<file path="config.mk">
export PLATFORM = sky130hd
export DESIGN_NAME = adcr_regbank
export DESIGN_NICKNAME = d
export VERILOG_FILES = /design/src/hw/adcr_pkg.sv /design/src/hw/adcr_serial_frame.sv /design/src/hw/adcr_regbank.sv
export SDC_FILE = /design/constraint.sdc
export NUM_CORES = 1
export LEC_CHECK = 0
export BUFFER_PORTS_ARGS = -buffer_cell sky130_fd_sc_hd__buf_2
export CAP_MARGIN = 20
export CORE_UTILIZATION = 63
export CTS_CLUSTER_DIAMETER = 40
export DETAILED_ROUTE_END_ITERATION = 7
export HOLD_SLACK_MARGIN = 0.02
export PLACE_DENSITY = 0.85
export REMOVE_ABC_BUFFERS = 1
export SETUP_SLACK_MARGIN = 0.1
export SYNTH_ARGS = -nofsm -noshare
export SYNTH_HDL_FRONTEND = slang
export SYNTH_SLANG_ARGS = --single-unit
</file>
<file path="constraint.sdc">
create_clock -name i_core_clk -period 4.2 [get_ports i_core_clk]
set_clock_uncertainty 0.1 [all_clocks]
set_input_delay 1.26 -clock i_core_clk [delete_from_list [all_inputs] [get_ports i_core_clk]]
set_output_delay 1.26 -clock i_core_clk [all_outputs]
set_load 0.1 [all_outputs]
</file>
<file path="src/hw/adcr_pkg.sv">
package adcr_pkg;
	localparam int unsigned ADDR_W = 13;

	// Register offsets
	localparam logic [12:0] OFS_PORT_SETUP  = 13'h0000;
	localparam logic [12:0] OFS_PART_ID     = 13'h0001;
	localparam logic [12:0] OFS_SPEED_GRADE = 13'h0002;
	localparam logic [12:0] OFS_OP_MODE     = 13'h0008;
	localparam logic [12:0] OFS_COMMIT      = 13'h00FF;
	localparam logic [12:0] OFS_SCRATCH_LO  = 13'h0009;
	localparam logic [12:0] OFS_SCRATCH_HI  = 13'h002A;
	localparam int unsigned SCRATCH_N       = 34;

	// Reset values
	localparam logic [7:0] RST_PORT_SETUP = 8'h18;
	localparam logic [7:0] RST_OP_MODE    = 8'h00;
	localparam logic [7:0] RST_COMMIT     = 8'h00;

	// Port setup fields, nibbles mirrored
	localparam int unsigned POS_LSB_HI  = 6;
	localparam int unsigned POS_SOFT_HI = 5;
	localparam int unsigned POS_SOFT_LO = 2;
	localparam int unsigned POS_LSB_LO  = 1;
	localparam logic [7:0]  PORT_FIXED  = 8'h18;

	// Speed grade field
	localparam int unsigned POS_GRADE = 3;

	// Mode register fields
	localparam int unsigned POS_PIN_FUNCTION = 5;
	localparam logic [7:0]  MODE_MASK        = 8'h27;
	localparam logic [2:0]  MODE_NORMAL      = 3'h0;
	localparam logic [2:0]  MODE_FULL_PD     = 3'h1;
	localparam logic [2:0]  MODE_STANDBY     = 3'h2;
	localparam logic [2:0]  MODE_NORMAL_ALT  = 3'h3;

	// Commit field
	localparam int unsigned POS_COMMIT = 0;

	// Instruction fields
	localparam int unsigned POS_RNW    = 15;
	localparam int unsigned POS_WLEN_HI = 14;
	localparam int unsigned POS_WLEN_LO = 13;
	localparam logic [1:0]  WLEN_STREAM = 2'h3;

	typedef enum logic [1:0] {
		ADCR_PWR_NORMAL,
		ADCR_PWR_FULL_DOWN,
		ADCR_PWR_STANDBY
	} adcr_power_t;

	typedef enum logic [1:0] {
		ADCR_FR_INSTR,
		ADCR_FR_DATA,
		ADCR_FR_DONE
	} adcr_frame_t;
endpackage

</file>
<file path="src/hw/adcr_serial_frame.sv">
`timescale 1ns/100ps
`default_nettype none
module adcr_serial_frame (
	input  wire logic                        i_core_clk,
	input  wire logic                        i_rst_n,
	input  wire logic                        i_sclk,
	input  wire logic                        i_csb_n,
	input  wire logic                        i_sdio,
	input  wire logic                        i_lsb_first,
	input  wire logic [7:0]                  i_rd_data,
	output logic                             o_sdio,
	output logic                             o_sdio_oe,
	output logic                             o_wr_stb,
	output logic [adcr_pkg::ADDR_W-1:0]      o_addr,
	output logic [adcr_pkg::ADDR_W-1:0]      o_wr_addr,
	output logic [7:0]                       o_wr_data
);
	import adcr_pkg::*;

	typedef struct packed {
		adcr_frame_t         state;
		logic                sclk_q;
		logic                lsb;
		logic                rnw;
		logic                stream;
		logic [1:0]          words;
		logic [3:0]          cnt;
		logic [15:0]         instr;
		logic [7:0]          data;
		logic [ADDR_W-1:0]   addr;
		logic [ADDR_W-1:0]   wr_addr;
		logic                sdio;
		logic                oe;
		logic                wr_stb;
	} adcr_frame_st_t;

	adcr_frame_st_t r;
	adcr_frame_st_t next_r;

	always_comb begin
		logic        rise;
		logic        fall;
		logic [15:0] t_instr;
		logic [7:0]  t_data;
		logic [3:0]  idx16;
		logic [2:0]  idx8;
		rise    = i_sclk & ~r.sclk_q;
		fall    = ~i_sclk & r.sclk_q;
		t_instr = r.instr;
		t_data  = r.data;
		idx16   = r.lsb ? r.cnt : 4'hF - r.cnt;
		idx8    = r.lsb ? r.cnt[2:0] : 3'h7 - r.cnt[2:0];
		next_r  = r;
		next_r.sclk_q = i_sclk;
		next_r.wr_stb = 1'b0;
		if (!i_rst_n) begin
			next_r = '0;
			next_r.state = ADCR_FR_INSTR;
		end else if (i_csb_n) begin
			// Bit order is frozen per frame so a mid-frame change cannot tear it
			next_r.state = ADCR_FR_INSTR;
			next_r.lsb   = i_lsb_first;
			next_r.cnt   = 4'h0;
			next_r.instr = 16'h0000;
			next_r.oe    = 1'b0;
		end else begin
			case (r.state)
				ADCR_FR_INSTR: begin
					if (rise) begin
						t_instr[idx16] = i_sdio;
						next_r.instr   = t_instr;
						next_r.cnt     = r.cnt + 4'h1;
						if (r.cnt == 4'hF) begin
							next_r.state  = ADCR_FR_DATA;
							next_r.cnt    = 4'h0;
							next_r.rnw    = t_instr[POS_RNW];
							next_r.words  = t_instr[POS_WLEN_HI:POS_WLEN_LO];
							next_r.stream = (t_instr[POS_WLEN_HI:POS_WLEN_LO] == WLEN_STREAM);
							next_r.addr   = t_instr[ADDR_W-1:0];
						end
					end
				end
				ADCR_FR_DATA: begin
					if (fall && r.rnw) begin
						next_r.oe   = 1'b1;
						next_r.sdio = i_rd_data[idx8];
					end
					if (rise) begin
						t_data[idx8] = i_sdio;
						next_r.data  = t_data;
						next_r.cnt   = r.cnt + 4'h1;
						if (r.cnt == 4'h7) begin
							next_r.cnt     = 4'h0;
							next_r.wr_stb  = ~r.rnw;
							next_r.wr_addr = r.addr;
							next_r.addr    = r.addr + 13'h0001;
							if (r.words == 2'h0 && !r.stream) begin
								next_r.state = ADCR_FR_DONE;
								next_r.oe    = 1'b0;
							end else if (!r.stream) begin
								next_r.words = r.words - 2'h1;
							end
						end
					end
				end
				ADCR_FR_DONE: begin
					// Surplus clocks after the last word are ignored
					next_r.oe = 1'b0;
				end
				default: begin
					next_r.state = ADCR_FR_INSTR;
				end
			endcase
		end
	end

	always_ff @(posedge i_core_clk) begin
		r <= next_r;
	end

	assign o_sdio    = r.sdio;
	assign o_sdio_oe = r.oe;
	assign o_wr_stb  = r.wr_stb;
	assign o_addr    = r.addr;
	assign o_wr_addr = r.wr_addr;
	assign o_wr_data = r.data;
endmodule // adcr_serial_frame
`default_nettype wire

</file>
<file path="src/hw/adcr_regbank.sv">
`timescale 1ns/100ps
`default_nettype none
module adcr_regbank #(
	parameter logic [7:0] PART_ID_CODE = 8'hA5, // Arbitrary value
	parameter logic [1:0] SPEED_CODE   = 2'h0
) (
	input  wire logic            i_core_clk,
	input  wire logic            i_rst_n,
	input  wire logic            i_sclk,
	input  wire logic            i_csb_n,
	input  wire logic            i_sdio,
	output logic                 o_sdio,
	output logic                 o_sdio_oe,
	input  wire logic            i_powerdown_pin,
	output logic [7:0]           o_mode_active,
	output adcr_pkg::adcr_power_t o_power_state,
	output logic                 o_lsb_first
);
	import adcr_pkg::*;

	typedef struct packed {
		logic                        lsb;
		logic [7:0]                  mode_shadow;
		logic [7:0]                  mode_active;
		logic                        commit;
		adcr_power_t                 power;
		logic [SCRATCH_N-1:0][7:0]   scratch;
	} adcr_bank_st_t;

	adcr_bank_st_t r;
	adcr_bank_st_t next_r;

	logic              wr_stb;
	logic [ADDR_W-1:0] rd_addr;
	logic [ADDR_W-1:0] wr_addr;
	logic [7:0]        wr_data;
	logic [7:0]        rd_data;

	adcr_serial_frame u_frame (
		.i_core_clk  (i_core_clk),
		.i_rst_n     (i_rst_n),
		.i_sclk      (i_sclk),
		.i_csb_n     (i_csb_n),
		.i_sdio      (i_sdio),
		.i_lsb_first (r.lsb),
		.i_rd_data   (rd_data),
		.o_sdio      (o_sdio),
		.o_sdio_oe   (o_sdio_oe),
		.o_wr_stb    (wr_stb),
		.o_addr      (rd_addr),
		.o_wr_addr   (wr_addr),
		.o_wr_data   (wr_data)
	);

	// Read decode; unmapped locations read zero
	always_comb begin
		logic [ADDR_W-1:0] sidx;
		sidx    = rd_addr - OFS_SCRATCH_LO;
		rd_data = 8'h00;
		if (rd_addr == OFS_PORT_SETUP) begin
			rd_data = PORT_FIXED;
			rd_data[POS_LSB_HI] = r.lsb;
			rd_data[POS_LSB_LO] = r.lsb;
		end else if (rd_addr == OFS_PART_ID) begin
			rd_data = PART_ID_CODE;
		end else if (rd_addr == OFS_SPEED_GRADE) begin
			rd_data[POS_GRADE+1:POS_GRADE] = SPEED_CODE;
		end else if (rd_addr == OFS_OP_MODE) begin
			rd_data = r.mode_shadow;
		end else if (rd_addr == OFS_COMMIT) begin
			rd_data[POS_COMMIT] = r.commit;
		end else if (rd_addr >= OFS_SCRATCH_LO && rd_addr <= OFS_SCRATCH_HI) begin
			rd_data = r.scratch[sidx[5:0]];
		end
	end

	always_comb begin
		logic [ADDR_W-1:0] widx;
		logic [2:0]        sel;
		widx   = wr_addr - OFS_SCRATCH_LO;
		sel    = 3'h0;
		next_r = r;
		// Copy then clear; a fresh commit write in the same cycle still wins
		if (r.commit) begin
			next_r.mode_active = r.mode_shadow;
			next_r.commit      = 1'b0;
		end
		if (wr_stb) begin
			if (wr_addr == OFS_PORT_SETUP) begin
				// Mirrored nibbles: either copy of a field counts
				next_r.lsb = wr_data[POS_LSB_HI] | wr_data[POS_LSB_LO];
				if (wr_data[POS_SOFT_HI] | wr_data[POS_SOFT_LO]) begin
					next_r.lsb         = RST_PORT_SETUP[POS_LSB_LO];
					next_r.mode_shadow = RST_OP_MODE;
					next_r.mode_active = RST_OP_MODE;
					next_r.commit      = RST_COMMIT[POS_COMMIT];
				end
			end else if (wr_addr == OFS_OP_MODE) begin
				next_r.mode_shadow = wr_data & MODE_MASK;
			end else if (wr_addr == OFS_COMMIT) begin
				if (wr_data[POS_COMMIT]) begin
					next_r.commit = 1'b1;
				end
			end else if (wr_addr >= OFS_SCRATCH_LO && wr_addr <= OFS_SCRATCH_HI) begin
				next_r.scratch[widx[5:0]] = wr_data;
			end
			// Identifier and grade writes fall through untouched
		end
		// Pin overrides the register field
		sel = r.mode_active[2:0];
		if (i_powerdown_pin) begin
			next_r.power = r.mode_active[POS_PIN_FUNCTION] ? ADCR_PWR_STANDBY
			                                               : ADCR_PWR_FULL_DOWN;
		end else if (sel == MODE_FULL_PD) begin
			next_r.power = ADCR_PWR_FULL_DOWN;
		end else if (sel == MODE_STANDBY) begin
			next_r.power = ADCR_PWR_STANDBY;
		end else begin
			next_r.power = ADCR_PWR_NORMAL;
		end
		if (!i_rst_n) begin
			// Scratch bytes are left alone so their contents survive reset
			next_r.lsb         = RST_PORT_SETUP[POS_LSB_LO];
			next_r.mode_shadow = RST_OP_MODE;
			next_r.mode_active = RST_OP_MODE;
			next_r.commit      = RST_COMMIT[POS_COMMIT];
			next_r.power       = ADCR_PWR_NORMAL;
			next_r.scratch     = r.scratch;
		end
	end

	always_ff @(posedge i_core_clk) begin
		r <= next_r;
	end

	assign o_mode_active = r.mode_active;
	assign o_power_state = r.power;
	assign o_lsb_first   = r.lsb;
endmodule // adcr_regbank
`default_nettype wire

</file>
# Word-level counts from Yosys, hierarchy flattened
# Cells that the tools add are included.
# Widths: inputs -> output; s select.
# classes
n_addsub,7
order_cmp,11
eq_ne,21
mux,61
bitwise,16
n_reduce_logical,29
# op_table
cell,count
$bwmux 272,1
$mux 8,9
$mux 26,2
$bmux 8 s6,1
$demux 8 s6,1
$mux 2,14
$eq 13x4->1 const B,2
$eq 13x8->1 const B,2
$ge 13x4->1 const B,2
$le 13x6->1 const B,2
$logic_not 13->1,2
$mux 13,2
$pmux 13 s2,1
$mux 22,1
$mux 18,1
$mux 6,3
$mux 9,2
$reduce_and 6->1,3
$bwmux 16,1
$lt 6x7->1 const B,2
$add 13x1->13 const B,1
$eq 13x1->1 const B,1
$eq 13x2->1 const B,1
$ne 2x1->1 const B,6
other kinds (41),82
# totals
ff_bits,357
in_bits,6

# Longest topological paths before layout
# Gate-level depths: netlist (run 1).
# logic_depth
word_depth,11
mapped_depth,17
ltp_nobuf,10

# Cells and area by module
# A second synthesis (run 1) with hierarchy kept.
# hier_totals
hier_cells,1178
hier_area_um2,16071.7
# by_module_without_submodules
mod,n_inst,cells_each,area_per_inst_um2,seq_area_each_um2
adcr_regbank,1,665,12039.0,8488.1
adcr_serial_frame,1,513,4032.6,1301.2

# Worst setup path after synthesis (run 1)
# No wires, ideal clock.
# synth_path
path_type,register to register
startpoint,reg u_frame.r (netlist bit u_frame.o_addr[0])
endpoint,reg u_frame.r (netlist bit u_frame.o_sdio)
setup_ns,0.134
arrival_time_ns,3.006
t_required_ns,3.966
slack_ns,0.960
path_stages_with_launch,15
n_path_buf,4
cell_sequence,dfxtp_1 buf_2 inv_1 buf_2 ha_1 buf_2 inv_2 buf_2 mux4_2 mux2i_1 a222oi_1 nand2_1 nand2_1 o2111ai_1 a41oi_2
# synth_via
elab_chain_len,11
elab_cells_between_ends,22
# synth_lines
element,line,rtl
"start, declared",adcr_serial_frame.sv:37,adcr_frame_st_t r;
"start signal, assigned",adcr_serial_frame.sv:118,r <= next_r;
$sub 6x4->6,adcr_regbank.sv:58,sidx = rd_addr - OFS_SCRATCH_LO;
$bmux 8 s6,adcr_regbank.sv:73,rd_data = r.scratch[sidx[5:0]];
$mux 8 (not written as such),adcr_regbank.sv:73,
$mux 8,adcr_regbank.sv:72,end else if (rd_addr >= OFS_SCRATCH_LO && rd_addr <= OFS_SCRATCH_HI) begin
$mux 1 / $mux 7 (equally long branches),adcr_regbank.sv:70,end else if (rd_addr == OFS_COMMIT) begin
$mux 8,adcr_regbank.sv:68,end else if (rd_addr == OFS_OP_MODE) begin
$mux 3 / $mux 2 (equally long branches),adcr_regbank.sv:66,end else if (rd_addr == OFS_SPEED_GRADE) begin
$mux 8,adcr_regbank.sv:64,end else if (rd_addr == OFS_PART_ID) begin
$mux 8 *,adcr_regbank.sv:60,if (rd_addr == OFS_PORT_SETUP) begin
$bmux 1 s3 *,adcr_serial_frame.sv:86,next_r.sdio = i_rd_data[idx8];
$mux 1 (not written as such) *,adcr_serial_frame.sv:86,
# Mark *: on every way between the ends. The rest lies on a longest branch, timed or not. The select of a mux whose other input is x is not followed.
# A chain may end at the register's enable or synchronous reset.

# Worst setup path in the final report (run 1)
# layout_path
startpoint,reg u_frame.r (netlist bit u_frame.o_addr[1])
endpoint,reg u_frame.r (netlist bit u_frame.o_sdio)
# Same word-level chain as after synthesis.

==> flow_metrics.tcl, run 1 <==
set metrics [dict create \
    worst_slew_pin_slew_ns 0.978 \
    htree_levels 2 \
    core_area_sq_um 24500 \
    seq_area_frac_synth_pct 61.9 \
    dp_hpwl_mm 24.7 \
    overflow 0 \
    viasPerCell 6.56 \
    ctsLongestPathBuffers 3 \
    antenna_found_initial 0 \
    vias 10500 \
    drive_above_1_share_pct 15.3 \
    ir_drop_v 0.000441 \
    hold_viol 0 \
    cts_tree "yes" \
    grt_max_degree 52 \
    end_kind "register" \
    place_inst 1524 \
    yosysTopAreaCellShare_pct 51.6 \
    synthFlopType "edfxtp_1" \
    post-synth-top-count-cell "edfxtp_1" \
    cts.sink_count 353 \
    p_leak_nw 6.36 \
    final_min_period_over_clock_period_pct 84.4 \
    arrival_ns 3.91 \
    grt_pass1_wl_mm 60.6 \
    clkTransAtPathRegs_ns 0.06 \
    place_area_sq_um 16100 \
    rsz0062_at_grt "false" \
    synthArstFlopShare_pct 0 \
    status "complete, no violations" \
    rrSetupSlack_ns 0.65 \
    avgSynthCellArea_sq_um 12.9 \
    grt_pass1_vias 10300 \
    ant_nets 0 \
    syn_area_sq_um 15800 \
    min_from "o_mode_active[4]" \
    dr.pass1.iters 8 \
    ys_top_cells_by_count "edfxtp_1 (272), nand2_1 (166), nor2_1 (99)" \
    insertion_delay_ns 0.55 \
    fin_crit_ns 3.55 \
    ys_seq_elements 353 \
    area_delta_synth_final_pct 10.2 \
    post-cts-setup-buffers 0 \
    r2r-end "u_frame.o_sdio" \
    clock.fmax_mhz 282 \
    crit_required_ns 4.56 \
    syn_inst 1228 \
    critPathLaunchType "register" \
    synth_edf_count 272 \
    fp.dieW_um 160 \
    max_slew_margin_pct 34.8 \
    nFillCells 1585 \
    yosysTopAreaCell "edfxtp_1" \
    r2r_start "u_frame.o_addr[1]" \
    io_buffers 18 \
    yosys_warnings 0 \
    wirelength_mm 39.2 \
    powerDensity_nw_per_um2 410 \
    cts_root_buf "clkbuf_16" \
    maxCapViolations 0 \
    synth_area_leaders "edfxtp_1 (52%), dfxtp_1 (10%), mux4_2 (6.5%), mux2i_1 (4.4%), nand2_1 (3.9%)" \
    synth_cell_type_count 82 \
    worstPathMaxFanout 25 \
    num_io_pins 19 \
    cts_buffers 40 \
    cts_resized 0 \
    post_drt_wl_per_cell_um 24.5 \
    nNetsFinal 1263 \
    hp-class "register to register" \
    floorplan.initialDensity_pct 64.7 \
    slew_viol_final 0 \
    min_to "o_mode_active[4]" \
    stdcell_area_sq_um 17400 \
    track_usage_pct 31.3 \
    final_cells 1598 \
    cp-startpoint "u_frame.o_addr[1]" \
    finalWeightedCongestion 0.967 \
    dieArea_sq_um 25800 \
    die_h_um 160 \
    path_class "register to register" \
    antenna_cells 0 \
    hold-path-cell-count 1 \
    drt_iter0_drc 1182 \
    setup_violations 0 \
    cts_hold_buf 0 \
    p_total_mw 7.15 \
    fin_setup_tns_ns 0 \
    rr_worst_depth 11 \
    rows 57 \
    route.detailed.drc 0 \
    hold-worst-slack_ns 0.355 \
]
## placed cells by master (no fill, tap or decap), types with 7 or more instances in the layout
cell type,synthesis,final
and2_1,14,14
a31oi_1,8,8
nand2_1,166,166
a32oi_1,8,8
nand4_1,12,12
buf_2,19,18
o21ai_0,37,37
nand2b_1,12,12
a21boi_0,15,15
dfxtp_1,81,80
mux2i_1,70,70
edfxtp_1,272,272
nand3_1,53,53
inv_1,17,17
and3_1,16,16
a21oi_1,20,20
xnor2_1,7,7
buf_4,14,38
ha_1,15,15
a211oi_1,8,8
clkbuf_16,0,41
inv_6,0,8
nor2b_1,23,23
mux4_2,46,46
a22oi_1,18,18
nor3_1,11,11
nor2_1,99,99
## state kept, by name (all words and copies together), names as in the netlist
signal / cells
u_frame.o_wr_addr: 13
u_frame.o_wr_data: 8
u_frame.o_addr: 13
u_frame.o_wr_stb: 1
o_lsb_first: 1
u_frame.o_sdio: 1
r: 277
u_frame.o_sdio_oe: 1
u_frame.r: 28
o_mode_active: 8
o_power_state: 2
## power by group
part | leakage, nW | switching (mW) | internal (mW) | total [mW]
clock network | 0.628 | 1.47 | 1.91 | 3.38
registers | 3.50 | 0.00387 | 3.71 | 3.71
logic | 2.24 | 0.0431 | 0.0170 | 0.0601
## through the flow
step           worst slack [ns]  utilization, %
6_report                  0.654            71.3
5_1_grt                   0.489            71.3
4_1_cts                   0.772            71.3
3_5_place_dp              0.749            66.0
3_3_place_gp              0.795            66.0
2_1_floorplan             -2.59               -
## metal layers
metal / track usage, % / vias to the layer above / share of wire (%)
li1: - / 4614 / -
met1: 41.6 / 5183 / 38
met2: 51.3 / 562 / 49
met3: 5.89 / 127 / 8.3
met4: 12.6 / 0 / 4.0
met5: 0 / - / 0
## cell type report
cell class,instances,area [sq um],area share [%]
multi-input combinational,772,5510,31.6
sequential,353,9790,56.1
clock buffer,46,1040,5.99
clock inverter,28,246,1.41
tap,324,405,2.32
inverter,19,71.3,0.409
timing repair buffer,56,375,2.15
## critical path, stage by stage, from the launching register on
cell and delay (ns):
dfxtp_1 0.57, inv_1 0.17, ha_1 0.34, buf_4 0.42, nand2_1 0.12, nor4_1 0.65, nand4_1 0.18, o311ai_0 0.26
a2111o_1 0.29, a2111oi_2 0.05, and3_1 0.17, a41oi_2 0.14
## logic make-up (layout without fill, tap and decap cells)
| family | after synthesis | after routing | synth area share, % |
|---|---|---|---|
| compound gates | 175 | 175 | 7.94 |
| mux | 122 | 122 | 11.4 |
| fa+ha+maj | 15 | 15 | 1.19 |
| simple gates | 445 | 445 | 13.3 |
| flops | 353 | 353 | 61.9 |
| buf+inv | 103 | 149 | 3.43 |
| xor+xnor | 15 | 15 | 0.925 |
## worst max path at each step
| stage | end | slack, ns |
|---|---|---|
| detailed placement | u_frame.o_sdio | 0.75 |
| CTS | u_frame.o_sdio | 0.77 |
| finish | u_frame.o_sdio | 0.65 |
| floorplan | u_frame.o_sdio | -2.59 |
| global route | u_frame.o_sdio | 0.49 |
| global placement | r[78] | 0.80 |
No activity file was read; power rests on OpenSTA's default activity.
==> run 2, diff against run 1 <==
--- a/config.mk
+++ b/config.mk
@@ -5,13 +5,14 @@
 export SDC_FILE = /design/constraint.sdc
 export NUM_CORES = 1
 export LEC_CHECK = 0
+export ABC_AREA = 1
 export BUFFER_PORTS_ARGS = -buffer_cell sky130_fd_sc_hd__buf_2
 export CAP_MARGIN = 20
-export CORE_UTILIZATION = 63
+export CORE_UTILIZATION = 57
 export CTS_CLUSTER_DIAMETER = 40
 export DETAILED_ROUTE_END_ITERATION = 7
 export HOLD_SLACK_MARGIN = 0.02
-export PLACE_DENSITY = 0.85
+export PLACE_DENSITY = 0.81
 export REMOVE_ABC_BUFFERS = 1
 export SETUP_SLACK_MARGIN = 0.1
 export SYNTH_ARGS = -nofsm -noshare
==> constraint.sdc (replaced) <==
create_clock -name i_core_clk -period 3.2 [get_ports i_core_clk]
set_clock_uncertainty 0.1 [all_clocks]
set_input_delay 0.96 -clock i_core_clk [delete_from_list [all_inputs] [get_ports i_core_clk]]
set_output_delay 0.96 -clock i_core_clk [all_outputs]
set_load 0.1 [all_outputs]
==> run 2 against run 1 <==
Effect of this change: the run now ends with design-rule violations left; highest routed layer unchanged; sequential cell count stayed put; clock power increased by 39%; synthesized cell count grew 32%; core utilization fell by 5.5 points.
==> flow_metrics.tcl, run 2 <==
set metrics [dict create \
    nFillCells 2011 \
    core_area_sq_um 27000 \
    cts_tree "yes" \
    cts.sink_count 353 \
    track_usage_pct 27.4 \
    nNetsFinal 1685 \
    setup_violations 0 \
    p_clk_share_pct 48.4 \
    p_int_mw 7.72 \
    cp-startpoint "u_frame.o_addr[1]" \
    status "finished with violations" \
    antenna_found_initial 0 \
    p_leak_nw 7.05 \
    area_delta_synth_final_pct 13.0 \
    worstPathMaxFanout 14 \
    combinationalPowerShare_pct 1.5 \
    rows 60 \
    final_common_cell "nand2_1" \
    maxCapViolations 0 \
    num_io_pins 19 \
    final_cells 2039 \
    max_slew_margin_pct 30.1 \
    grt_pass1_vias 11400 \
    syn_area_sq_um 15700 \
    overflow 0 \
    yosysTopAreaCellShare_pct 51.9 \
    path_class "register to register" \
    grt_max_degree 140 \
    seq_area_frac_synth_pct 62.2 \
    end_kind "register" \
    fin_util_pct 65.8 \
    dp_hpwl_mm 24.2 \
    wirelength_mm 38.5 \
    ctsLongestPathBuffers 3 \
    die_h_um 168 \
    cts_buffers 44 \
    rrSetupSlack_ns 0.22 \
    crit_required_ns 3.53 \
    floorplan.initialDensity_pct 58.2 \
    hold_viol 0 \
    p_total_mw 9.75 \
    ant_nets 0 \
    p_switching_mw 2.02 \
    ir_drop_v 0.000383 \
    syn_inst 1625 \
    fin_crit_ns 2.98 \
    largest_reg_flops 277 \
    io_buffers 18 \
    vias 12200 \
    drt_iter0_drc 1574 \
    multi_input_area_sq_um 5070 \
    sequentialPowerShare_pct 50.1 \
    fp.dieW_um 168 \
    rsz0062_at_grt "false" \
    powerDensity_nw_per_um2 548 \
    violations "design-rule violations" \
    viasPerCell 5.96 \
    clkTransAtPathRegs_ns 0.06 \
    clock.fmax_mhz 335 \
    hp-class "register to register" \
    avgSynthCellArea_sq_um 9.68 \
    synth_area_leaders "edfxtp_1 (52%), dfxtp_1 (10%), nand2_1 (9.8%), nand3_1 (8.8%), inv_1 (2.9%)" \
    regArea_sq_um 9800 \
    synthArstFlopShare_pct 0 \
    r2r_start "u_frame.o_addr[1]" \
    synthFlopType "edfxtp_1" \
    rr_worst_depth 15 \
    cts_hold_buf 0 \
    final_min_period_over_clock_period_pct 93.2 \
    synth_edf_count 272 \
    antenna_cells 0 \
    r2r-end "u_frame.o_sdio" \
    htree_levels 2 \
    yosysTopAreaCell "edfxtp_1" \
    yosys_warnings 0 \
    slew_viol_final 0 \
    switching_share_pct 20.7 \
    drive_above_1_share_pct 9.95 \
    post-synth-top-count-cell "nand2_1" \
    grt_pass1_wl_mm 60.1 \
    cp-endpoint "u_frame.o_sdio" \
    ys_seq_elements 353 \
    dr.pass1.iters 8 \
    worst_slew_pin_slew_ns 1.05 \
    route.detailed.drc 1 \
    post_drt_wl_per_cell_um 18.9 \
    finalWeightedCongestion 0.926 \
    insertion_delay_ns 0.56 \
    regMostFlops "r" \
    ys_top_cells_by_count "nand2_1 (410), nand3_1 (276), edfxtp_1 (272)" \
    arrival_ns 3.31 \
    critPathLaunchType "register" \
    synth_cell_type_count 40 \
    layout_common_cells "nand2_1 (409), nand3_1 (276), edfxtp_1 (272)" \
    dieArea_sq_um 28300 \
    largestRegisters "r x277, u_frame.r x28" \
    cts_root_buf "clkbuf_16" \
    post-cts-setup-buffers 0 \
    place_inst 1959 \
]
==> run 2: cell types whose count changed after synthesis, moves of 28 or more <==
| cell | change |
|---|---|
| nand2_1 | +244 |
| o21ai_0 | +28 |
| a21oi_1 | +44 |
| mux4_2 | -46 |
| mux2i_1 | -67 |
| inv_1 | +105 |
| nand3_1 | +223 |
==> run 2: worst max-delay path: stages (launching register included) <==
cell	delay, ns
dfxtp_1	0.35
inv_1	0.24
ha_2	0.36
inv_2	0.31
buf_4	0.28
nand3_1	0.11
nand3_1	0.09
nand3_1	0.14
nand3_1	0.25
nand3_1	0.14
nand3_1	0.10
nand3_1	0.08
nand2_1	0.06
a21boi_0	0.08
nor2_1	0.11
a21oi_1	0.06
==> run 2: power groups by stage <==
stage / Sequential, mW / Clock, mW / Combinational (mW)
after floorplan: 4.99 / 0 / 0.0858
after global placement: 4.98 / 0 / 0.138
after detailed placement: 4.98 / 0 / 0.141
after CTS: 4.89 / 4.77 / 0.142
after global routing: 4.89 / 4.95 / 0.158
final: 4.89 / 4.71 / 0.145
==> run 2: worst min path at each step <==
stage                   endpoint  cells past startpoint            startpoint
6_report       u_frame.o_sdio_oe                      2     u_frame.o_sdio_oe
5_1_grt                   r[265]                      0  u_frame.o_wr_data[1]
4_1_cts        u_frame.o_sdio_oe                      2     u_frame.o_sdio_oe
3_5_place_dp   u_frame.o_sdio_oe                      2     u_frame.o_sdio_oe
3_3_place_gp   u_frame.o_sdio_oe                      2     u_frame.o_sdio_oe
2_1_floorplan   u_frame.o_wr_stb                      1         u_frame.r[60]
==> run 2: metal layers <==
| layer | up-vias | wire, um | GRT usage, % |
|---|---|---|---|
| met3 | 120 | 3440 | 4.56 |
| met5 | - | 0 | 0 |
| met1 | 5677 | 15500 | 36.9 |
| met2 | 680 | 18100 | 44.7 |
| met4 | 0 | 1530 | 10.9 |
| li1 | 5676 | - | - |
==> run 2: layout make-up <==
class                           instances  share of cell area (%)
Inverter                              126                    2.67
Clock inverter                         25                    1.37
Timing Repair Buffer                   80                    3.36
Clock buffer                           55                    6.60
Multi-Input combinational cell       1059                    28.5
Sequential cell                       353                    55.1
Tap cell                              341                    2.40
==> run 2: what timing repair did <==
| action | CTS | global route |
|---|---|---|
| hold endpoints to repair | 0 | 0 |
| resized for setup | 0 | 2 |
| endpoints found under the setup margin | 0 | 13 |
==> run 2: per-stage QoR <==
| step | TNS (ns) | area, sq um | hold slack [ns] | worst slack (ns) |
|---|---|---|---|---|
| floorplan | -23.09 | 15300 | 0.347 | -6.11 |
| global placement | 0 | 16400 | 0.356 | 0.165 |
| detailed placement | 0 | 16400 | 0.365 | 0.147 |
| CTS | 0 | 17800 | 0.374 | 0.221 |
| global route | 0 | 17800 | 0.388 | 0.115 |
| finish | 0 | 17800 | 0.369 | 0.216 |
==> run 2: kinds of logic (layout without fill, tap and decap cells) <==
kind of cell | count (synthesis) | count (layout) | synth area share, %
fa+ha+maj | 15 | 15 | 1.19
xor+xnor | 12 | 12 | 0.955
mux | 3 | 3 | 0.191
flops | 353 | 353 | 62.2
compound gates | 194 | 194 | 7.16
buf+inv | 213 | 286 | 5.60
simple gates | 835 | 835 | 22.7
